File: src/hw/prio_map_pkg.sv
// Package for the middle slice of the TOS/traffic-class priority table.
// Holds register offsets, field layout, reset values and the carrier structs
// shared by the table top and its per-register storage module.
package prio_map_pkg;

    // ************************************************************
    // Register offsets on the internal management register port
    // ************************************************************
    localparam logic [7:0] ADDR_TOS_PRIORITY_MAP_3 = 8'h63;
    localparam logic [7:0] ADDR_TOS_PRIORITY_MAP_4 = 8'h64;
    localparam logic [7:0] ADDR_TOS_PRIORITY_MAP_5 = 8'h65;
    localparam logic [7:0] ADDR_TOS_PRIORITY_MAP_6 = 8'h66;
    localparam logic [7:0] ADDR_TOS_PRIORITY_MAP_7 = 8'h67;
    localparam logic [7:0] ADDR_TOS_PRIORITY_MAP_8 = 8'h68;
    localparam logic [7:0] ADDR_TOS_PRIORITY_MAP_9 = 8'h69;
    localparam logic [7:0] ADDR_TOS_PRIORITY_MAP_10 = 8'h6A;
    localparam logic [7:0] ADDR_TOS_PRIORITY_MAP_11 = 8'h6B;

    // ************************************************************
    // Table geometry and field layout
    // ************************************************************
    localparam int MAP_COUNT = 9;
    localparam int CODES_PER_REG = 4;
    localparam int ENTRY_WIDTH = 2;
    localparam int CODE_WIDTH = 6;
    localparam int TOS_CODE_LSB = 2;
    localparam int TOS_CODE_MSB = 7;
    localparam logic [3:0] GROUP_FIRST = 4'h3;
    localparam logic [3:0] GROUP_LAST = 4'hB;
    localparam logic [7:0] MAP_RESET = 8'h00;
    localparam logic [7:0] READ_UNMAPPED = 8'h00;
    localparam logic [1:0] PRIO_RESET = 2'h0;

    // ************************************************************
    // Carrier structs
    // ************************************************************
    typedef struct packed {
        logic wr;
        logic rd;
        logic [7:0] addr;
        logic [7:0] wdata;
    } reg_req_s;

    typedef struct packed {
        logic valid;
        logic [7:0] data;
    } reg_rsp_s;

    typedef struct packed {
        logic valid;
        logic is_ip;
        logic [7:0] tos;
    } lookup_req_s;

    typedef struct packed {
        logic valid;
        logic hit;
        logic [1:0] prio;
    } lookup_rsp_s;

    typedef struct packed {
        logic [7:0] value;
    } map_byte_state_s;

    typedef struct packed {
        lookup_rsp_s rsp;
        reg_rsp_s rd;
    } map_top_state_s;

endpackage

File: src/hw/prio_map_byte.sv
// One byte-wide table register holding four 2-bit priority entries.
// Assumes the write strobe is already decoded for this register's offset.
`timescale 1ns/1ps
module prio_map_byte (
    input wire logic sys_clk,
    input wire logic resetn,
    input wire logic wr_en,
    input wire logic [7:0] wdata,
    input wire logic [1:0] code_sel,
    output logic [7:0] value,
    output logic [1:0] entry
);

    prio_map_pkg::map_byte_state_s state;
    prio_map_pkg::map_byte_state_s next_state;

    // Software write replaces the whole byte
    always_comb begin
        next_state = state;
        if (wr_en) begin
            next_state.value = wdata;
        end
    end

    // All entries come up as lowest priority
    always_ff @(posedge sys_clk) begin
        if (!resetn) begin
            state.value <= prio_map_pkg::MAP_RESET;
        end else begin
            state <= next_state;
        end
    end

    assign value = state.value;
    // Lowest code in bits 1-0, each next code two bits higher
    assign entry = state.value[code_sel * prio_map_pkg::ENTRY_WIDTH +: prio_map_pkg::ENTRY_WIDTH];

endmodule

File: src/hw/prio_map_mid.sv
// Middle slice of the 64-entry TOS/traffic-class priority table: codes 0x0C-0x2F,
// kept in nine byte registers, plus the lookup used by ingress classification.
// Assumes a single-cycle internal register port and lookup requests on sys_clk.
// Functional notes
// - Index is TOS bits 7:2; the entry at that index is the priority.
// - Six-bit index decoded here for codes 0x0C-0x2F only, each its own 2-bit entry.
// - Codes 0x0C, 0x0D, 0x0E sit in bits 1-0, 3-2, 5-4 of that register.
// - Offset 0x64 holds codes 0x10-0x13, ascending from bits 1-0.
// - Offset 0x65 holds codes 0x14-0x17, 0x14 low, 0x17 in bits 7-6.
// - Offset 0x66 holds codes 0x18-0x1B, ascending from bits 1-0.
// - Offset 0x67 holds codes 0x1C-0x1F, 0x1C low, 0x1F in bits 7-6.
// - Offset 0x68 holds codes 0x20-0x23, ascending from bits 1-0.
// - Offset 0x69 holds codes 0x24-0x27, 0x24 low, 0x27 in bits 7-6.
// - Offset 0x6A holds codes 0x28-0x2B, ascending from bits 1-0.
// - Every entry is read/write and resets to 00.
// - Offset 0x6B holds codes 0x2C-0x2F in the same ascending layout.
`timescale 1ns/1ps
module prio_map_mid (
    input wire logic sys_clk,
    input wire logic resetn,
    input wire prio_map_pkg::reg_req_s reg_req,
    output prio_map_pkg::reg_rsp_s reg_rsp,
    input wire prio_map_pkg::lookup_req_s lookup_req,
    output prio_map_pkg::lookup_rsp_s lookup_rsp
);

    // ************************************************************
    // Address decode
    // ************************************************************
    logic [prio_map_pkg::MAP_COUNT-1:0] sel;
    logic [7:0] map_value [prio_map_pkg::MAP_COUNT];
    logic [1:0] map_entry [prio_map_pkg::MAP_COUNT];
    logic [5:0] code;
    logic [3:0] group;
    logic [3:0] slot;
    logic in_range;

    // One-hot select; map_3 holds codes 0x0C-0x0F, map_11 holds 0x2C-0x2F
    always_comb begin
        sel = '0;
        case (reg_req.addr)
            prio_map_pkg::ADDR_TOS_PRIORITY_MAP_3: begin
                sel[0] = 1'b1;
            end
            prio_map_pkg::ADDR_TOS_PRIORITY_MAP_4: begin
                sel[1] = 1'b1;
            end
            prio_map_pkg::ADDR_TOS_PRIORITY_MAP_5: begin
                sel[2] = 1'b1;
            end
            prio_map_pkg::ADDR_TOS_PRIORITY_MAP_6: begin
                sel[3] = 1'b1;
            end
            prio_map_pkg::ADDR_TOS_PRIORITY_MAP_7: begin
                sel[4] = 1'b1;
            end
            prio_map_pkg::ADDR_TOS_PRIORITY_MAP_8: begin
                sel[5] = 1'b1;
            end
            prio_map_pkg::ADDR_TOS_PRIORITY_MAP_9: begin
                sel[6] = 1'b1;
            end
            prio_map_pkg::ADDR_TOS_PRIORITY_MAP_10: begin
                sel[7] = 1'b1;
            end
            prio_map_pkg::ADDR_TOS_PRIORITY_MAP_11: begin
                sel[8] = 1'b1;
            end
            default: begin
                sel = '0;
            end
        endcase
    end

    // ************************************************************
    // Lookup index
    // ************************************************************
    // Upper six bits of the TOS byte form the code; code[5:2] picks the register
    assign code = lookup_req.tos[prio_map_pkg::TOS_CODE_MSB:prio_map_pkg::TOS_CODE_LSB];
    assign group = code[5:2];
    assign in_range = (group >= prio_map_pkg::GROUP_FIRST) && (group <= prio_map_pkg::GROUP_LAST);
    assign slot = group - prio_map_pkg::GROUP_FIRST;

    // ************************************************************
    // Table storage
    // ************************************************************
    // Same code_sel feeds every byte; the register mux below picks one entry
    genvar gi;
    generate
        for (gi = 0; gi < prio_map_pkg::MAP_COUNT; gi++) begin : g_map
            prio_map_byte u_byte (
                .sys_clk(sys_clk),
                .resetn(resetn),
                .wr_en(reg_req.wr && sel[gi]),
                .wdata(reg_req.wdata),
                .code_sel(code[1:0]),
                .value(map_value[gi]),
                .entry(map_entry[gi])
            );
        end
    endgenerate

    // ************************************************************
    // Registered answers
    // ************************************************************
    prio_map_pkg::map_top_state_s state;
    prio_map_pkg::map_top_state_s next_state;
    logic [7:0] rd_mux;

    // Read mux; unmapped offsets read as zero rather than stale data
    always_comb begin
        rd_mux = prio_map_pkg::READ_UNMAPPED;
        for (int i = 0; i < prio_map_pkg::MAP_COUNT; i++) begin
            if (sel[i]) begin
                rd_mux = map_value[i];
            end
        end
    end

    // Lookup sees the table as it stood before a same-cycle write
    always_comb begin
        next_state = state;
        next_state.rd.valid = reg_req.rd;
        if (reg_req.rd) begin
            next_state.rd.data = rd_mux;
        end
        next_state.rsp.valid = lookup_req.valid && lookup_req.is_ip;
        next_state.rsp.hit = 1'b0;
        next_state.rsp.prio = prio_map_pkg::PRIO_RESET;
        if (lookup_req.valid && lookup_req.is_ip && in_range) begin
            // Codes outside 0x0C-0x2F belong to other slices; answer with no hit
            next_state.rsp.hit = 1'b1;
            next_state.rsp.prio = map_entry[slot];
        end
    end

    always_ff @(posedge sys_clk) begin
        if (!resetn) begin
            state.rsp.valid <= 1'b0;
            state.rsp.hit <= 1'b0;
            state.rsp.prio <= prio_map_pkg::PRIO_RESET;
            state.rd.valid <= 1'b0;
            state.rd.data <= prio_map_pkg::READ_UNMAPPED;
        end else begin
            state <= next_state;
        end
    end

    assign reg_rsp = state.rd;
    assign lookup_rsp = state.rsp;

endmodule

File: config.mk
export PLATFORM = sky130hd
export DESIGN_NAME = prio_map_mid
export DESIGN_NICKNAME = d
export VERILOG_FILES = /design/src/hw/prio_map_pkg.sv /design/src/hw/prio_map_byte.sv /design/src/hw/prio_map_mid.sv
export SDC_FILE = /design/constraint.sdc
export NUM_CORES = 1
export LEC_CHECK = 0
export ABC_AREA = 1
export BUFFER_PORTS_ARGS = -buffer_cell sky130_fd_sc_hd__buf_2
export CAP_MARGIN = 20
export CORE_MARGIN = 2
export CORE_UTILIZATION = 41
export DETAILED_ROUTE_END_ITERATION = 10
export HOLD_SLACK_MARGIN = 0.08
export REMOVE_ABC_BUFFERS = 1
export SYNTH_ARGS = -nofsm -noshare
export SYNTH_HDL_FRONTEND = slang
export SYNTH_SLANG_ARGS = --single-unit
File: constraint.sdc
create_clock -name sys_clk -period 1.3 [get_ports sys_clk]
set_input_delay 0.065 -clock sys_clk [delete_from_list [all_inputs] [get_ports sys_clk]]
set_output_delay 0.065 -clock sys_clk [all_outputs]
set_load 0.1 [all_outputs]
Yosys cells after proc, flatten, opt, wreduce, memory -nomap -nowiden
Cells that the tools add are included.
Storage, ports and cells
  register bits after elaboration: 85
  input bits: 30
  output and inout port bits: 13
  logic and storage cells: 72
Operators by class
  add/sub/neg operators: 1
  $lt $le $gt $ge: 3
  eq/ne operators: 9
  shift operators: 9
  mux-type cells: 22
  bitwise gates (word level): 1
  reduce and logical (&&, ||, !) cells: 13
Operator list (number)
  8-bit by 7-bit == test with 1-bit output (second input constant): 9
  8-bit two-way mux: 9
  8-bit by 4-bit variable part select with 2-bit output: 9
  1-bit logical AND: 12
  1-bit two-way mux: 9
  2-bit binary-select mux with 4-bit select: 1
  5-bit >= comparator (second input constant): 1
  4-bit NOT with 5-bit output: 1
  4-bit by 2-bit >= comparator with 1-bit output (second input constant): 1
  4-bit less-or-equal comparator (second input constant): 1
  2-bit two-way mux: 2
  4-bit by 2-bit subtractor with 4-bit output (second input constant): 1
  3-bit two-way mux: 1
  2-bit AND reduction: 1

Longest topological paths before layout
Gate-level depths: netlist of the first run.
  depth after elaboration: 11
  gate-level depth with buffers: 13
  depth with buffers taken out: 11

Cells and area by module
From an unflattened synthesis of the first run, not the netlist that was laid out.
Unflattened totals
  cell total of the unflattened synthesis: 772
  area total of the unflattened synthesis: 4735.8 um^2
Modules (own cells, without submodules)
  prio_map_byte: times used 9, cells each 57, area each 359.1 um^2, sequential area each 160.2 um^2
  prio_map_mid: times used 1, cells each 259, area each 1503.9 um^2, sequential area each 260.2 um^2

Worst setup path before layout of the first run
OpenSTA, ideal clock, no wires.
  path kind: register to register
  from: register, netlist name reg_rsp[0]
  to: register state, in the netlist reg_rsp[0]
  library setup time: 69 ps
  data arrival time: 1226 ps
  required time: 1231 ps
  slack: 5 ps
  stages on the path, launching flop included: 3
  buffers on the path: 0
  clock period less this slack: 1295 ps
  path through: dfxtp_1 > nand2_1 > a21oi_2
RTL lines
  end signal: assignment: RTL line prio_map_mid.sv:145  | state <= next_state;
  end: declaration: RTL line prio_map_mid.sv:106  | prio_map_pkg::map_top_state_s state;

Worst setup path in the final report of the first run
  from: register, netlist name g_map[0].u_byte.value[4]
  to: register state, in the netlist lookup_rsp[0]
On the way
  word-level cells in the longest chain between the ends: 4
Ends and longest elaborated chain
  8-bit by 4-bit variable part select with 2-bit output: RTL line prio_map_byte.sv:36  | assign entry = state.value[code_sel * prio_map_pkg::ENTRY_WIDTH +: prio_map_pkg::ENTRY_WIDTH];
  2-bit binary-select mux with 4-bit select: RTL line prio_map_mid.sv:133  | next_state.rsp.prio = map_entry[slot];
  2-bit two-way mux (implied by the code) (2 in a row): RTL line prio_map_mid.sv:133
Every way passes these cells. The select of a mux whose other input is x is not followed.
A chain may end at the register's enable or synchronous reset.

==> results of run 1 <==
-- cell type report --
cell class | instances | area (µm²)
inverter | 90 | 338
tap | 140 | 175
sequential | 85 | 1710
fill | 1081 | 5290
multi-input combinational | 471 | 2380
clock inverter | 3 | 43.8
timing repair buffer | 100 | 798
clock buffer | 13 | 159
-- layout by cell type, fill, tap and decap left out, types with 2 or more instances in the layout --
cell and instances:
sky130_fd_sc_hd__nor2_1 23, sky130_fd_sc_hd__nand3_2 4, sky130_fd_sc_hd__dfxtp_2 3, sky130_fd_sc_hd__buf_2 40, sky130_fd_sc_hd__o21ai_1 18, sky130_fd_sc_hd__inv_1 83
sky130_fd_sc_hd__dfxtp_1 82, sky130_fd_sc_hd__inv_2 6, sky130_fd_sc_hd__o21ai_2 2, sky130_fd_sc_hd__nor3_2 2, sky130_fd_sc_hd__nand2_1 115, sky130_fd_sc_hd__o21ai_0 73
sky130_fd_sc_hd__clkbuf_8 11, sky130_fd_sc_hd__nand2_2 6, sky130_fd_sc_hd__nand3_1 91, sky130_fd_sc_hd__nor2_4 8, sky130_fd_sc_hd__buf_4 41, sky130_fd_sc_hd__a21oi_2 8
sky130_fd_sc_hd__clkbuf_1 2, sky130_fd_sc_hd__buf_12 10, sky130_fd_sc_hd__dlygate4sd3_1 9, sky130_fd_sc_hd__a21oi_1 108
-- registers in the layout (all words and copies together) (netlist names) --
name                flops
reg_rsp                 9
lookup_rsp              4
g_map.u_byte.value     72
-- what timing repair did --
action                                  CTS  global route
hold buffers                              9             0
endpoints found under the setup margin    0             3
endpoints found under the hold margin    12             0
gates resized for setup                   0            21
buffers inserted                          0             0
-- worst min path at each step --
stage                             start                                     to  slack [ns]
final                        reg_req[3]  g_map[4].u_byte.value[3]$_SDFFE_PN0P_        0.09
after global routing         reg_req[7]  g_map[7].u_byte.value[7]$_SDFFE_PN0P_        0.11
after CTS                    reg_req[1]  g_map[8].u_byte.value[1]$_SDFFE_PN0P_        0.08
after detailed placement  lookup_req[8]               lookup_rsp[3]$_SDFF_PN0_        0.34
after global placement    lookup_req[8]               lookup_rsp[3]$_SDFF_PN0_        0.33
after floorplan             reg_req[16]                  reg_rsp[8]$_SDFF_PN0_        0.16
-- worst reg2reg max path, delay by kind of cell (launching register included) --
family          cells  cell delay [ns]
flops               1             0.33
compound gates      3             0.45
buf+inv             1             0.07
simple gates        4             0.32
-- power groups by stage --
stage	clock network, µW	registers, µW	logic, µW
final	1940	2620	692
after global routing	2080	2620	766
after CTS	1980	2620	686
after detailed placement	0	2680	663
after global placement	0	2680	655
after floorplan	0	2730	247
-- logic make-up (layout without fill, tap and decap cells) --
group,count (synthesis),in the layout,synth area share (%)
buffers and inverters,131,206,11.9
adders and majority gates,1,1,0.271
DFF,85,85,36.9
xor gates and xnor gates,2,2,0.380
and+or+nand+nor,257,257,26.9
muxes,1,1,0.217
AOI/OAI and AO/OA,210,210,23.4
-- metal layers --
layer / global-route usage (%) / vias up / part of all wire, %
met3: 2.82 / 20 / 4.5
met4: 9.95 / 0 / 2.3
li1: - / 2411 / -
met2: 37.4 / 116 / 46
met5: 0 / - / 0
met1: 31.3 / 2141 / 47
-- stage by stage --
| stage | TNS, ns | std cells | instance area [µm²] | hold slack (ns) |
|---|---|---|---|---|
| after detailed placement | -3.76 | 877 | 5280 | 0.339 |
| final | 0 | 902 | 5600 | 0.0919 |
| after global routing | -0.0225 | 902 | 5600 | 0.112 |
| after global placement | -2.96 | 877 | 5280 | 0.329 |
| after CTS | 0 | 902 | 5570 | 0.0844 |
| after floorplan | -23.52 | 646 | 4400 | 0.158 |
==> Flow_metrics.wiki, run 1 <==
{| class="wikitable"
! Metric !! Value
|-
| Remaining number of nets flagged by the antenna check after routing || 0
|-
| Internal power contribution || 3860 µW
|-
| Core Rows || 38
|-
| Syn-to-layout area delta || 21.4%
|-
| Family of cells with the greatest summed delay on the critical path || compound AO/OA/AOI/OAI gates
|-
| Proportion of layout cells with a drive suffix above 1 || slightly below 20%
|-
| Total number of vias || 4688
|-
| Standard cell with the maximum stage delay on the critical path || sky130_fd_sc_hd__dfxtp_1
|-
| Count of final max-slew check failures || 0
|-
| HPWL after detailed placement || approximately 9700 µm
|-
| Starting density of the core || 42.3%
|-
| Final number of setup-violating endpoints || 0
|-
| Crit end category || flip-flop
|-
| Sink Count || 85
|-
| NetSw || ~1400 µW
|-
| Setup Skew || between 0.008 and 0.009 ns
|-
| Most frequent cell on the critical path || sky130_fd_sc_hd__nand3_1
|-
| Portion of total power attributed to the clock network || approximately 37%
|-
| Post-Synthesis Cells || a little under 700
|-
| RePlAce Congestion || 0.847
|-
| Worst flop-to-flop path startpoint || g_map[0].u_byte.value[4]$_SDFFE_PN0P_
|-
| Fin. Hold Viols || 0
|-
| FF-to-FF setup slack || 0.06 ns
|-
| Primary flip-flop cell chosen by synthesis mapping || sky130_fd_sc_hd__dfxtp_1
|-
| Area share of the leading cell type in the synthesized netlist || between 30% and 40%
|-
| Dominant cell type by area after synthesis || sky130_fd_sc_hd__dfxtp_1
|-
| Total number of H-tree levels || 3
|-
| Capturing element of the worst setup path || lookup_rsp[0]$_SDFF_PN0_
|-
| Die footprint || ~12000 µm²
|-
| Depth of the critical timing path with buffers and inverters included || 8
|-
| Critical path type || flip-flop to flip-flop
|-
| Number of primary I/O pins || between 40 and 50
|-
| Peak supply drop || 0.420 mV
|-
| Number of distinct standard cells referenced by the synthesized netlist || 34
|-
| Setup slack of the critical path after layout || a little over 0.06 ns
|-
| Worst max-slew margin expressed relative to the limit || 67.5%
|-
| Cell at the root of the clock tree || sky130_fd_sc_hd__clkbuf_8
|-
| Run status || completed
|-
| Number of input and output port buffers inserted || 40
|-
| Post-layout power || 5250 µW
|-
| Number of optimization iterations in the first detailed-route pass || 5
|-
| Number of inserted diodes || 0
|-
| Maximum number of pins on one net before global-route repair || 36
|-
| Critical path launch point type || flip-flop
|-
| Seq cells post-synth || between 80 and 90
|-
| Warnings, synthesis || 0
|-
| Synthesized area divided by synthesized cell count || 6.71 µm²
|-
| Reg-to-Reg End || lookup_rsp[0]$_SDFF_PN0_
|-
| CP Data Required Time || 1.58 ns
|-
| Total CTS buffers || 9
|-
| Via count of the first global-routing pass || between 4k and 5k
|-
| Maximum clock rate || between 0.8 and 0.9 GHz
|-
| Power density normalized to cell area || between 900 and 1000 nW/µm²
|-
| CP startpoint || g_map[0].u_byte.value[4]$_SDFFE_PN0P_
|-
| Overflow after GRT || 0
|-
| Final worst path period share || a little over nine tenths
|-
| Avg WL per Cell || 14.6 µm
|-
| WHS Path Cells || 3
|-
| DRC viols || 0
|-
| MaxCap Viol Count || 0
|-
| Overall die height || 110 µm
|-
| Total global routing track utilization || a little under a quarter
|-
| Unrepaired setup endpoints after global routing || yes
|-
| Share of flip-flops with an asynchronous set or reset || 0%
|-
| Clock latency on the worst-skew pair || around 0.36 ns
|-
| Largest cells by area after synthesis || sky130_fd_sc_hd__dfxtp_1 37%, sky130_fd_sc_hd__a21oi_1 12%, sky130_fd_sc_hd__nand3_1 9.9%
|-
| Net count of the finished layout || 788
|-
| Worst endpoint data arrival time || ~1.5 ns
|-
| Number of enable-type register cells in the synthesized netlist || 0
|-
| Initial antenna violation count || 0
|-
| Path category of the worst min-delay check || primary input to flip-flop
|-
| Worst reg-to-reg path cell count || 8
|-
| CP Max Fanout || 2
|-
| Final critical delay including setup and external delays || 1.24 ns
|-
| Sequential group share of total power || 49.8%
|-
| Count leader, synth || sky130_fd_sc_hd__nand2_1
|-
| Buffer and inverter count on the worst path || 1
|-
| Tightest Pin Transition || approximately 0.49 ns
|-
| Switching fraction of total power || between 20% and 30%
|-
| Clock Path Buffers || 2
|-
| Top post-synthesis cells by count || 116 x sky130_fd_sc_hd__nand2_1, 109 x sky130_fd_sc_hd__a21oi_1, 91 x sky130_fd_sc_hd__nand3_1
|-
| Core area || approximately 11000 µm²
|-
| Peak per-stage delay on the critical path || 0.33 ns
|-
| Number of vias per cell || 5.20
|-
| Part of the Yosys area used for sequential elements || 36.9%
|-
| Total leakage power || between 0.002 and 0.0025 µW
|-
| Global-route wire length before repair || between 20000 and 25000 µm
|-
| Cell area after synthesis || roughly 4600 µm²
|-
| Reg clk slew, reported paths || around 0.080 ns
|-
| CTS tree || yes
|-
| Chip Width || around 110 µm
|-
| Final wirelength || roughly 13000 µm
|-
| Critical Path, Cell by Cell || inv_1 -> o21ai_2 -> nand3_1 -> nand2_2 -> nand2_1 -> nand3_1 -> o211ai_1 -> a21oi_1
|-
| Detailed Route Iter0 Violations || around 270
|-
| Post-place setup slack || -0.191 ns
|-
| Layout Utilization || approximately half
|-
| Combinational cell fraction of total power || between 10% and 20%
|}
Note: power is estimated with default switching activity, not from simulation.
==> run 2: changes to the inputs <==
Settings changed: ABC_AREA 1 to 0.
==> run 2 against run 1 <==
  * The run now ends with setup timing left
  * Critical path depth down 4
  * Largest cell class unchanged
  * Synthesized area grew 0.84%
  * Largest power group unchanged
  * Sequential share of layout area is 2.1 points lower
  * Cell area rose by 8.1%
  * Fmax fell by 14%
  * Register-to-register slack worse by 0.20 ns
  * Worst hold slack gained 0.030 ns
  * Non-clock buffer count rose by 37
  * Highest routed layer unchanged
  * Core utilization rose by 3.9 points
  * Wire length up 2.7%
==> Flow_metrics.wiki, run 2 <==
{| class="wikitable"
! Metric !! Value
|-
| Maximum clock rate || 0.696 GHz (-14%)
|-
| Standard cell with the maximum stage delay on the critical path || sky130_fd_sc_hd__mux4_2
|-
| Number of enable-type register cells in the synthesized netlist || 0 (unchanged)
|-
| Via count of the first global-routing pass || 3937 (-9.9%)
|-
| Count of final max-slew check failures || 0 (unchanged)
|-
| Syn-to-layout area delta || 30.1%
|-
| Cell at the root of the clock tree || sky130_fd_sc_hd__clkbuf_16
|-
| Clock latency on the worst-skew pair || 0.35 ns (about the same)
|-
| HPWL after detailed placement || 9900 µm (+2.0%)
|-
| Total number of H-tree levels || 3 (unchanged)
|-
| RePlAce Congestion || 0.869 (+2.7%)
|-
| Worst endpoint data arrival time || 1.68 ns (+0.16 ns)
|-
| Number of primary I/O pins || 43 (unchanged)
|-
| Dominant cell type by area after synthesis || sky130_fd_sc_hd__dfxtp_1
|-
| Initial antenna violation count || 0 (unchanged)
|-
| Fin. Hold Viols || 0 (unchanged)
|-
| FF-to-FF setup slack || -0.14 ns (-0.20 ns)
|-
| Number of input and output port buffers inserted || 40 (unchanged)
|-
| Final worst path period share || 111% (+15 points)
|-
| Global-route wire length before repair || 21900 µm (+1.5%)
|-
| Crit end category || flip-flop
|-
| Run status || complete, but fails checks
|-
| Core Rows || 38 (unchanged)
|-
| Post-Synthesis Cells || 425 (-38%)
|-
| Cell area after synthesis || 4650 µm² (+0.84%)
|-
| CTS tree || yes
|-
| Setup slack of the critical path after layout || -0.137 ns (-0.199 ns)
|-
| Remaining number of nets flagged by the antenna check after routing || 0 (unchanged)
|-
| Maximum number of pins on one net before global-route repair || 82 (+130%)
|-
| Path category of the worst min-delay check || primary input to flip-flop
|-
| Critical path type || flip-flop to flip-flop
|-
| Area share of the leading cell type in the synthesized netlist || 36.6% (-0.31 points)
|-
| Number of vias per cell || 5.58 (+7.4%)
|-
| Primary flip-flop cell chosen by synthesis mapping || sky130_fd_sc_hd__dfxtp_1
|-
| Placed standard-cell area || 5600 µm² (+6.0%)
|-
| Starting density of the core || 42.5% (+0.17 points)
|-
| Failing checks || setup timing
|-
| Share of flip-flops with an asynchronous set or reset || 0% (unchanged)
|-
| Synthesized area divided by synthesized cell count || 10.9 µm² (+63%)
|-
| Most frequent standard cell in the layout excluding fill and tap cells || sky130_fd_sc_hd__buf_4
|-
| Seq cells post-synth || 85 (unchanged)
|-
| Overflow after GRT || 0 (unchanged)
|-
| Avg WL per Cell || 19.8 µm (+36%)
|-
| Chip Width || 110 µm (+0.40%)
|-
| Post-Place Cells || 660 (-25%)
|-
| Proportion of layout cells with a drive suffix above 1 || 39.9% (+20 points)
|-
| Overall die height || 110 µm (+0.40%)
|-
| Number of optimization iterations in the first detailed-route pass || 4 (-1)
|-
| Warnings, synthesis || 0 (unchanged)
|-
| Setup Skew || 0.00814 ns (-0.000540 ns)
|-
| Number of inserted diodes || 0 (unchanged)
|-
| Count leader, synth || sky130_fd_sc_hd__dfxtp_1
|-
| DRC viols || 0 (unchanged)
|-
| Reg clk slew, reported paths || 0.06 ns (-0.02 ns)
|-
| Unrepaired setup endpoints after global routing || yes
|-
| Peak per-stage delay on the critical path || 0.47 ns (+0.14 ns)
|-
| CP Data Required Time || 1.54 ns (-0.04 ns)
|-
| Power density normalized to cell area || 987 nW/µm² (+5.2%)
|-
| Total number of vias || 3803 (-19%)
|-
| Post-route standard cell area excluding fillers || 6050 µm² (+8.1%)
|-
| Top post-synthesis cells by count || 85 x sky130_fd_sc_hd__dfxtp_1, 79 x sky130_fd_sc_hd__mux2i_1, 75 x sky130_fd_sc_hd__nor2b_1
|-
| Total global routing track utilization || 23.0% (-0.21 points)
|-
| Peak supply drop || 0.867 mV (+110%)
|-
| Clock Path Buffers || 2 (unchanged)
|-
| Number of flip-flops under the largest register name || 72 (unchanged)
|-
| Critical path launch point type || flip-flop
|-
| Most flop-heavy register || g_map.u_byte.value
|-
| Buffer and inverter count on the worst path || 0 (-1)
|-
| Total CTS buffers || 9 (unchanged)
|-
| Final critical delay including setup and external delays || 1.44 ns (+0.199 ns)
|-
| Number of non-filler instances in the completed layout || 681 (-25%)
|-
| Die footprint || 12200 µm² (+0.81%)
|-
| Highest-count cells in the layout ignoring fill and taps || 84 x sky130_fd_sc_hd__buf_4, 79 x sky130_fd_sc_hd__mux2i_1, 75 x sky130_fd_sc_hd__nor2b_1, 72 x sky130_fd_sc_hd__dfxtp_1, 40 x sky130_fd_sc_hd__buf_2
|-
| Total leakage power || 0.00278 µW (+25%)
|-
| Critical Path, Cell by Cell || mux4_2 -> mux2_4 -> a211oi_2 -> o2bb2ai_1
|-
| Part of the Yosys area used for sequential elements || 36.6% (-0.31 points)
|-
| Largest cells by area after synthesis || sky130_fd_sc_hd__dfxtp_1 37%, sky130_fd_sc_hd__mux2i_1 17%, sky130_fd_sc_hd__nor2b_1 10%
|-
| Tightest Pin Transition || 0.503 ns (+0.0131 ns)
|-
| Final wirelength || 13500 µm (+2.7%)
|-
| CP Max Fanout || 2 (unchanged)
|-
| Net count of the finished layout || 567 (-28%)
|-
| Sink Count || 85 (unchanged)
|-
| Core area || 10900 µm² (+0.44%)
|-
| Worst max-slew margin expressed relative to the limit || 66.4% (-1.1 points)
|-
| MaxCap Viol Count || 0 (unchanged)
|-
| Detailed Route Iter0 Violations || 164 (-40%)
|-
| Number of distinct standard cells referenced by the synthesized netlist || 54 (+59%)
|-
| Family of cells with the greatest summed delay on the critical path || multiplexers
|-
| Final number of setup-violating endpoints || 6 (+6)
|}
==> run 2: cell types whose count changed in the layout (fill, tap and decap cells not counted), sizes merged, moves of 7 or more <==
cell,delta
nand2,-117
nand3,-84
o221ai,+8
mux2i,+78
a22o,+14
a221oi,+7
mux4,+21
o21ai,-89
inv,-84
a21oi,-110
buf,+41
nor2b,+75
nor2,-18
==> run 2: worst min-delay path, cell delays in order <==
cell,delay [ns]
sky130_fd_sc_hd__buf_2,0.17
sky130_fd_sc_hd__mux2i_1,0.14
sky130_fd_sc_hd__nor2b_1,0.05
==> run 2: timing repair <==
item                       in CTS  in global routing
hold endpoints to repair        3                  0
setup endpoints to repair       9                 10
resized for setup              28                 11
pin swaps                      13                  6
cloned                          0                  0
setup buffers                   0                  0
hold buffers                    5                  0
==> run 2: logic make-up after synthesis <==
kind of cell / after synthesis / synth area share (%)
adders and majority gates: 1 / 0.269
AOI/OAI and AO/OA: 64 / 11.3
xor gates and xnor gates: 2 / 0.377
and+or+nand+nor: 126 / 17.9
buffers and inverters: 42 / 4.50
muxes: 105 / 29.1
DFF: 85 / 36.6
==> run 2: layer usage <==
layer  share of wire [%]  track usage [%]  vias up
li1                    -                -     1790
met5                   0                0        -
met3                 5.5             5.43       20
met1                  46             30.5     1874
met4                 2.0             7.83        0
met2                  47             37.0      119
==> run 2: worst paths after layout <==
kind / start / endpoint / cells after the start
setup / recovery: g_map[6].u_byte.value[7]$_SDFFE_PN0P_ / lookup_rsp[1]$_SDFF_PN0_ / 4
hold / removal: reg_req[1] / g_map[1].u_byte.value[1]$_SDFFE_PN0P_ / 3
setup reg to reg: g_map[6].u_byte.value[7]$_SDFFE_PN0P_ / lookup_rsp[1]$_SDFF_PN0_ / 4
hold reg to reg: reg_rsp[4]$_SDFFE_PN0P_ / reg_rsp[4]$_SDFFE_PN0P_ / 2
==> run 2: stage by stage <==
stage / utilization [%] / hold WS, ns / total power, µW / setup TNS, ns / setup WS (ns)
2_1_floorplan: - / 0.153 / 3020 / -23.49 / -0.731
3_3_place_gp: 51.2 / 0.307 / 3400 / -10.59 / -0.364
3_5_place_dp: 51.2 / 0.314 / 3410 / -12.74 / -0.401
4_1_cts: 55.0 / 0.117 / 6020 / -0.515 / -0.119
5_1_grt: 55.3 / 0.127 / 6160 / -0.863 / -0.153
6_report: 55.3 / 0.122 / 5970 / -0.526 / -0.137
==> run 2: final cells by class <==
cell class	instances	area [µm²]
sequential	85	1720
fill	987	4890
inverter	5	18.8
multi-input combinational	298	2820
clock buffer	13	250
timing repair buffer	137	1020
tap	140	175
clock inverter	3	45.0
==> run 2: power breakdown <==
part	total [µW]	internal, µW	switching, µW
clock	2580	1540	1030
sequential	2630	2620	11.4
combinational	759	294	464
total	5970	4460	1510
==> run 3: changes to the inputs <==
Clock period 1.3 ns to 1.4 ns, I/O delays scaled along.
==> run 3 against run 2 <==
  * The flow still finishes with violations (setup timing)
  * Sequential cell count unchanged
  * Sequential power down 7%
  * Non-clock buffer count down 8
  * Setup slack better by 0.099 ns
  * Cell area down 1.5%
==> Flow_metrics.wiki, run 3 (synthesis gave the netlist of run 2 again) <==
{| class="wikitable"
! Metric !! Value
|-
| Top routing layer in use || met4
|-
| Most flop-heavy register || g_map.u_byte.value
|-
| Setup Buffers After CTS || 0 (unchanged)
|-
| Detailed route wirelength on metal3 || 486 µm (-34%)
|-
| Clock Path Buffers || 2 (unchanged)
|-
| Final worst path period share || 103% (-7.8 points)
|-
| Run status || complete, but fails checks
|-
| Number of flip-flops under the largest register name || 72 (unchanged)
|-
| Worst endpoint data arrival time || 1.67 ns (about the same)
|-
| Standard cell with the maximum stage delay on the critical path || sky130_fd_sc_hd__mux4_2
|-
| Area of the multi-input gates || 2790 µm² (-0.89%)
|-
| Depth of the critical timing path with buffers and inverters included || 4 (unchanged)
|-
| Worst flop-to-flop path startpoint || g_map[1].u_byte.value[6]$_SDFFE_PN0P_
|-
| Total number of vias || 3743 (-1.6%)
|-
| Peak supply drop || 0.644 mV (-26%)
|-
| Number of vias per cell || 5.57 (-0.26%)
|-
| RePlAce Congestion || 0.892 (+2.6%)
|-
| Critical path type || flip-flop to flip-flop
|-
| Post-Place Cells || 653 (-1.1%)
|-
| Chip Width || 110 µm (unchanged)
|-
| Tightest Pin Transition || 0.498 ns (-0.00475 ns)
|-
| Met1 wire length || 6390 µm (+3.1%)
|-
| Buffer and inverter count on the worst path || 0 (unchanged)
|-
| Crit end category || flip-flop
|-
| Via count of the first global-routing pass || 3878 (-1.5%)
|-
| Detailed Route Iter0 Violations || 156 (-4.9%)
|-
| Critical hold path startpoint || reg_req[16]
|-
| Unrepaired setup endpoints after global routing || yes
|-
| Number of non-filler instances in the completed layout || 672 (-1.3%)
|-
| MaxCap Viol Count || 0 (unchanged)
|-
| Initial antenna violation count || 1 (+1)
|-
| Maximum clock rate || 0.695 GHz (about the same)
|-
| Total CTS buffers || 9 (unchanged)
|-
| Power density normalized to cell area || 933 nW/µm² (-5.5%)
|-
| Worst reg-to-reg path cell count || 4 (unchanged)
|-
| Net count of the finished layout || 559 (-1.4%)
|-
| Core area || 10900 µm² (unchanged)
|-
| Family of cells with the greatest summed delay on the critical path || multiplexers
|-
| Overflow after GRT || 0 (unchanged)
|-
| Overall die height || 110 µm (unchanged)
|-
| CP Max Fanout || 3 (+1)
|-
| Global-route wire length before repair || 21400 µm (-2.5%)
|-
| Failing checks || setup timing
|-
| CTS tree || yes
|-
| Total leakage power || 0.00275 µW (-1.2%)
|-
| Proportion of layout cells with a drive suffix above 1 || 38.5% (-1.4 points)
|-
| Hold slack || 0.128 ns (+0.00610 ns)
|-
| Setup slack of the critical path after layout || -0.0382 ns (+0.0987 ns)
|-
| Sink Count || 85 (unchanged)
|-
| Starting density of the core || 42.5% (unchanged)
|-
| WHS Path Cells || 2 (-1)
|-
| Count of final max-slew check failures || 0 (unchanged)
|-
| Total global routing track utilization || 22.3% (-0.70 points)
|-
| Final wirelength || 13300 µm (-1.5%)
|-
| Cell at the root of the clock tree || sky130_fd_sc_hd__clkbuf_16
|-
| Fin. Hold Viols || 0 (unchanged)
|-
| Setup Skew || 0.00364 ns (-0.00450 ns)
|-
| Reg clk slew, reported paths || 0.06 ns (about the same)
|-
| Worst max-slew margin expressed relative to the limit || 67.0% (+0.58 points)
|-
| Setup TNS || -0.0701 ns (+0.456 ns)
|-
| CP Data Required Time || 1.63 ns (+0.09 ns)
|-
| Filler instances || 980 (-0.71%)
|-
| Number of inserted diodes || 0 (unchanged)
|-
| Critical path launch point type || flip-flop
|-
| Sequential standard cell area || 1710 µm² (-0.29%)
|-
| Path category of the worst min-delay check || primary input to flip-flop
|-
| Critical Path, Cell by Cell || mux4_2 -> mux2i_1 -> o221ai_1 -> a22o_1
|-
| Post-layout power || 5560 µW (-7.0%)
|-
| Reg-to-Reg End || lookup_rsp[0]$_SDFF_PN0_
|-
| Core Rows || 38 (unchanged)
|-
| Total number of H-tree levels || 3 (unchanged)
|-
| Die footprint || 12200 µm² (unchanged)
|-
| Total length of routed met2 wires || 6130 µm (-2.7%)
|-
| HPWL after detailed placement || 9760 µm (-1.4%)
|-
| FF-to-FF setup slack || -0.04 ns (+0.10 ns)
|-
| Number of input and output port buffers inserted || 40 (unchanged)
|-
| DRC viols || 0 (unchanged)
|-
| Number of optimization iterations in the first detailed-route pass || 4 (unchanged)
|-
| Syn-to-layout area delta || 28.1%
|-
| Avg WL per Cell || 19.8 µm (-0.13%)
|-
| Number of primary I/O pins || 43 (unchanged)
|-
| Maximum number of pins on one net before global-route repair || 82 (unchanged)
|-
| Remaining number of nets flagged by the antenna check after routing || 0 (unchanged)
|-
| Clock latency on the worst-skew pair || 0.34 ns (about the same)
|-
| Capture endpoint of the worst hold path || reg_rsp[8]$_SDFF_PN0_
|-
| Final number of setup-violating endpoints || 3 (-3)
|-
| Highest-count cells in the layout ignoring fill and taps || 79 x sky130_fd_sc_hd__mux2i_1, 79 x sky130_fd_sc_hd__buf_4, 76 x sky130_fd_sc_hd__dfxtp_1, 75 x sky130_fd_sc_hd__nor2b_1, 39 x sky130_fd_sc_hd__buf_2
|-
| Final critical delay including setup and external delays || 1.44 ns (+0.00132 ns)
|-
| Peak per-stage delay on the critical path || 0.47 ns (about the same)
|}
==> run 3: changes by cell type in the layout (fill, tap and decap cells not counted), moves of 2 or more <==
cell                       before  now
sky130_fd_sc_hd__buf_4         84   79
sky130_fd_sc_hd__buf_6          2    0
sky130_fd_sc_hd__clkbuf_1       3    0
sky130_fd_sc_hd__clkinv_2       0    2
sky130_fd_sc_hd__dfxtp_1       72   76
sky130_fd_sc_hd__dfxtp_2       13    9
sky130_fd_sc_hd__o221ai_1       6    8
sky130_fd_sc_hd__o221ai_2       2    0
==> run 3: repair_timing <==
item,in CTS,in global routing
setup endpoints to repair,5,12
hold buffers,4,0
pin swaps,4,6
endpoints found under the hold margin,2,0
gates resized for setup,16,13
cloned,0,0
==> run 3: final cells by class <==
cell class                      instances  area share, %
Tap cell                              140           2.94
Clock inverter                          4          0.798
Inverter                                5          0.315
Timing Repair Buffer                  129           16.1
Multi-Input combinational cell        298           46.9
Clock buffer                           11           4.24
Sequential cell                        85           28.8
==> run 3: report_power, final <==
| group | switching (µW) | internal, µW | total, µW |
|---|---|---|---|
| logic | 427 | 261 | 688 |
| clock network | 959 | 1460 | 2420 |
| registers | 10.1 | 2440 | 2450 |
| total | 1400 | 4160 | 5560 |
==> run 3: how the worst max path moves through the flow <==
stage                                                       end                             startpoint  slack [ns]
final                                  lookup_rsp[0]$_SDFF_PN0_  g_map[1].u_byte.value[6]$_SDFFE_PN0P_       -0.04
after global routing                   lookup_rsp[0]$_SDFF_PN0_  g_map[1].u_byte.value[6]$_SDFFE_PN0P_       -0.09
after CTS                              lookup_rsp[1]$_SDFF_PN0_  g_map[4].u_byte.value[5]$_SDFFE_PN0P_       -0.04
after detailed placement               lookup_rsp[0]$_SDFF_PN0_                          lookup_req[2]       -0.32
after global placement                 lookup_rsp[0]$_SDFF_PN0_                          lookup_req[2]       -0.31
after floorplan           g_map[3].u_byte.value[0]$_SDFFE_PN0P_                            reg_req[12]       -0.64
==> run 3: per-layer routing <==
| layer | vias up | GRT usage (%) |
|---|---|---|
| li1 | 1783 | - |
| met4 | 0 | 8.08 |
| met5 | - | 0 |
| met3 | 23 | 4.12 |
| met1 | 1850 | 30.4 |
| met2 | 87 | 35.5 |
==> run 3: through the flow <==
step / area (µm²) / setup slack, ns / util [%]
after detailed placement: 5550 / -0.320 / 50.7
after CTS: 5910 / -0.0384 / 54.0
after global routing: 5950 / -0.0877 / 54.5
after floorplan: 4460 / -0.636 / -
final: 5950 / -0.0382 / 54.5
after global placement: 5550 / -0.306 / 50.7
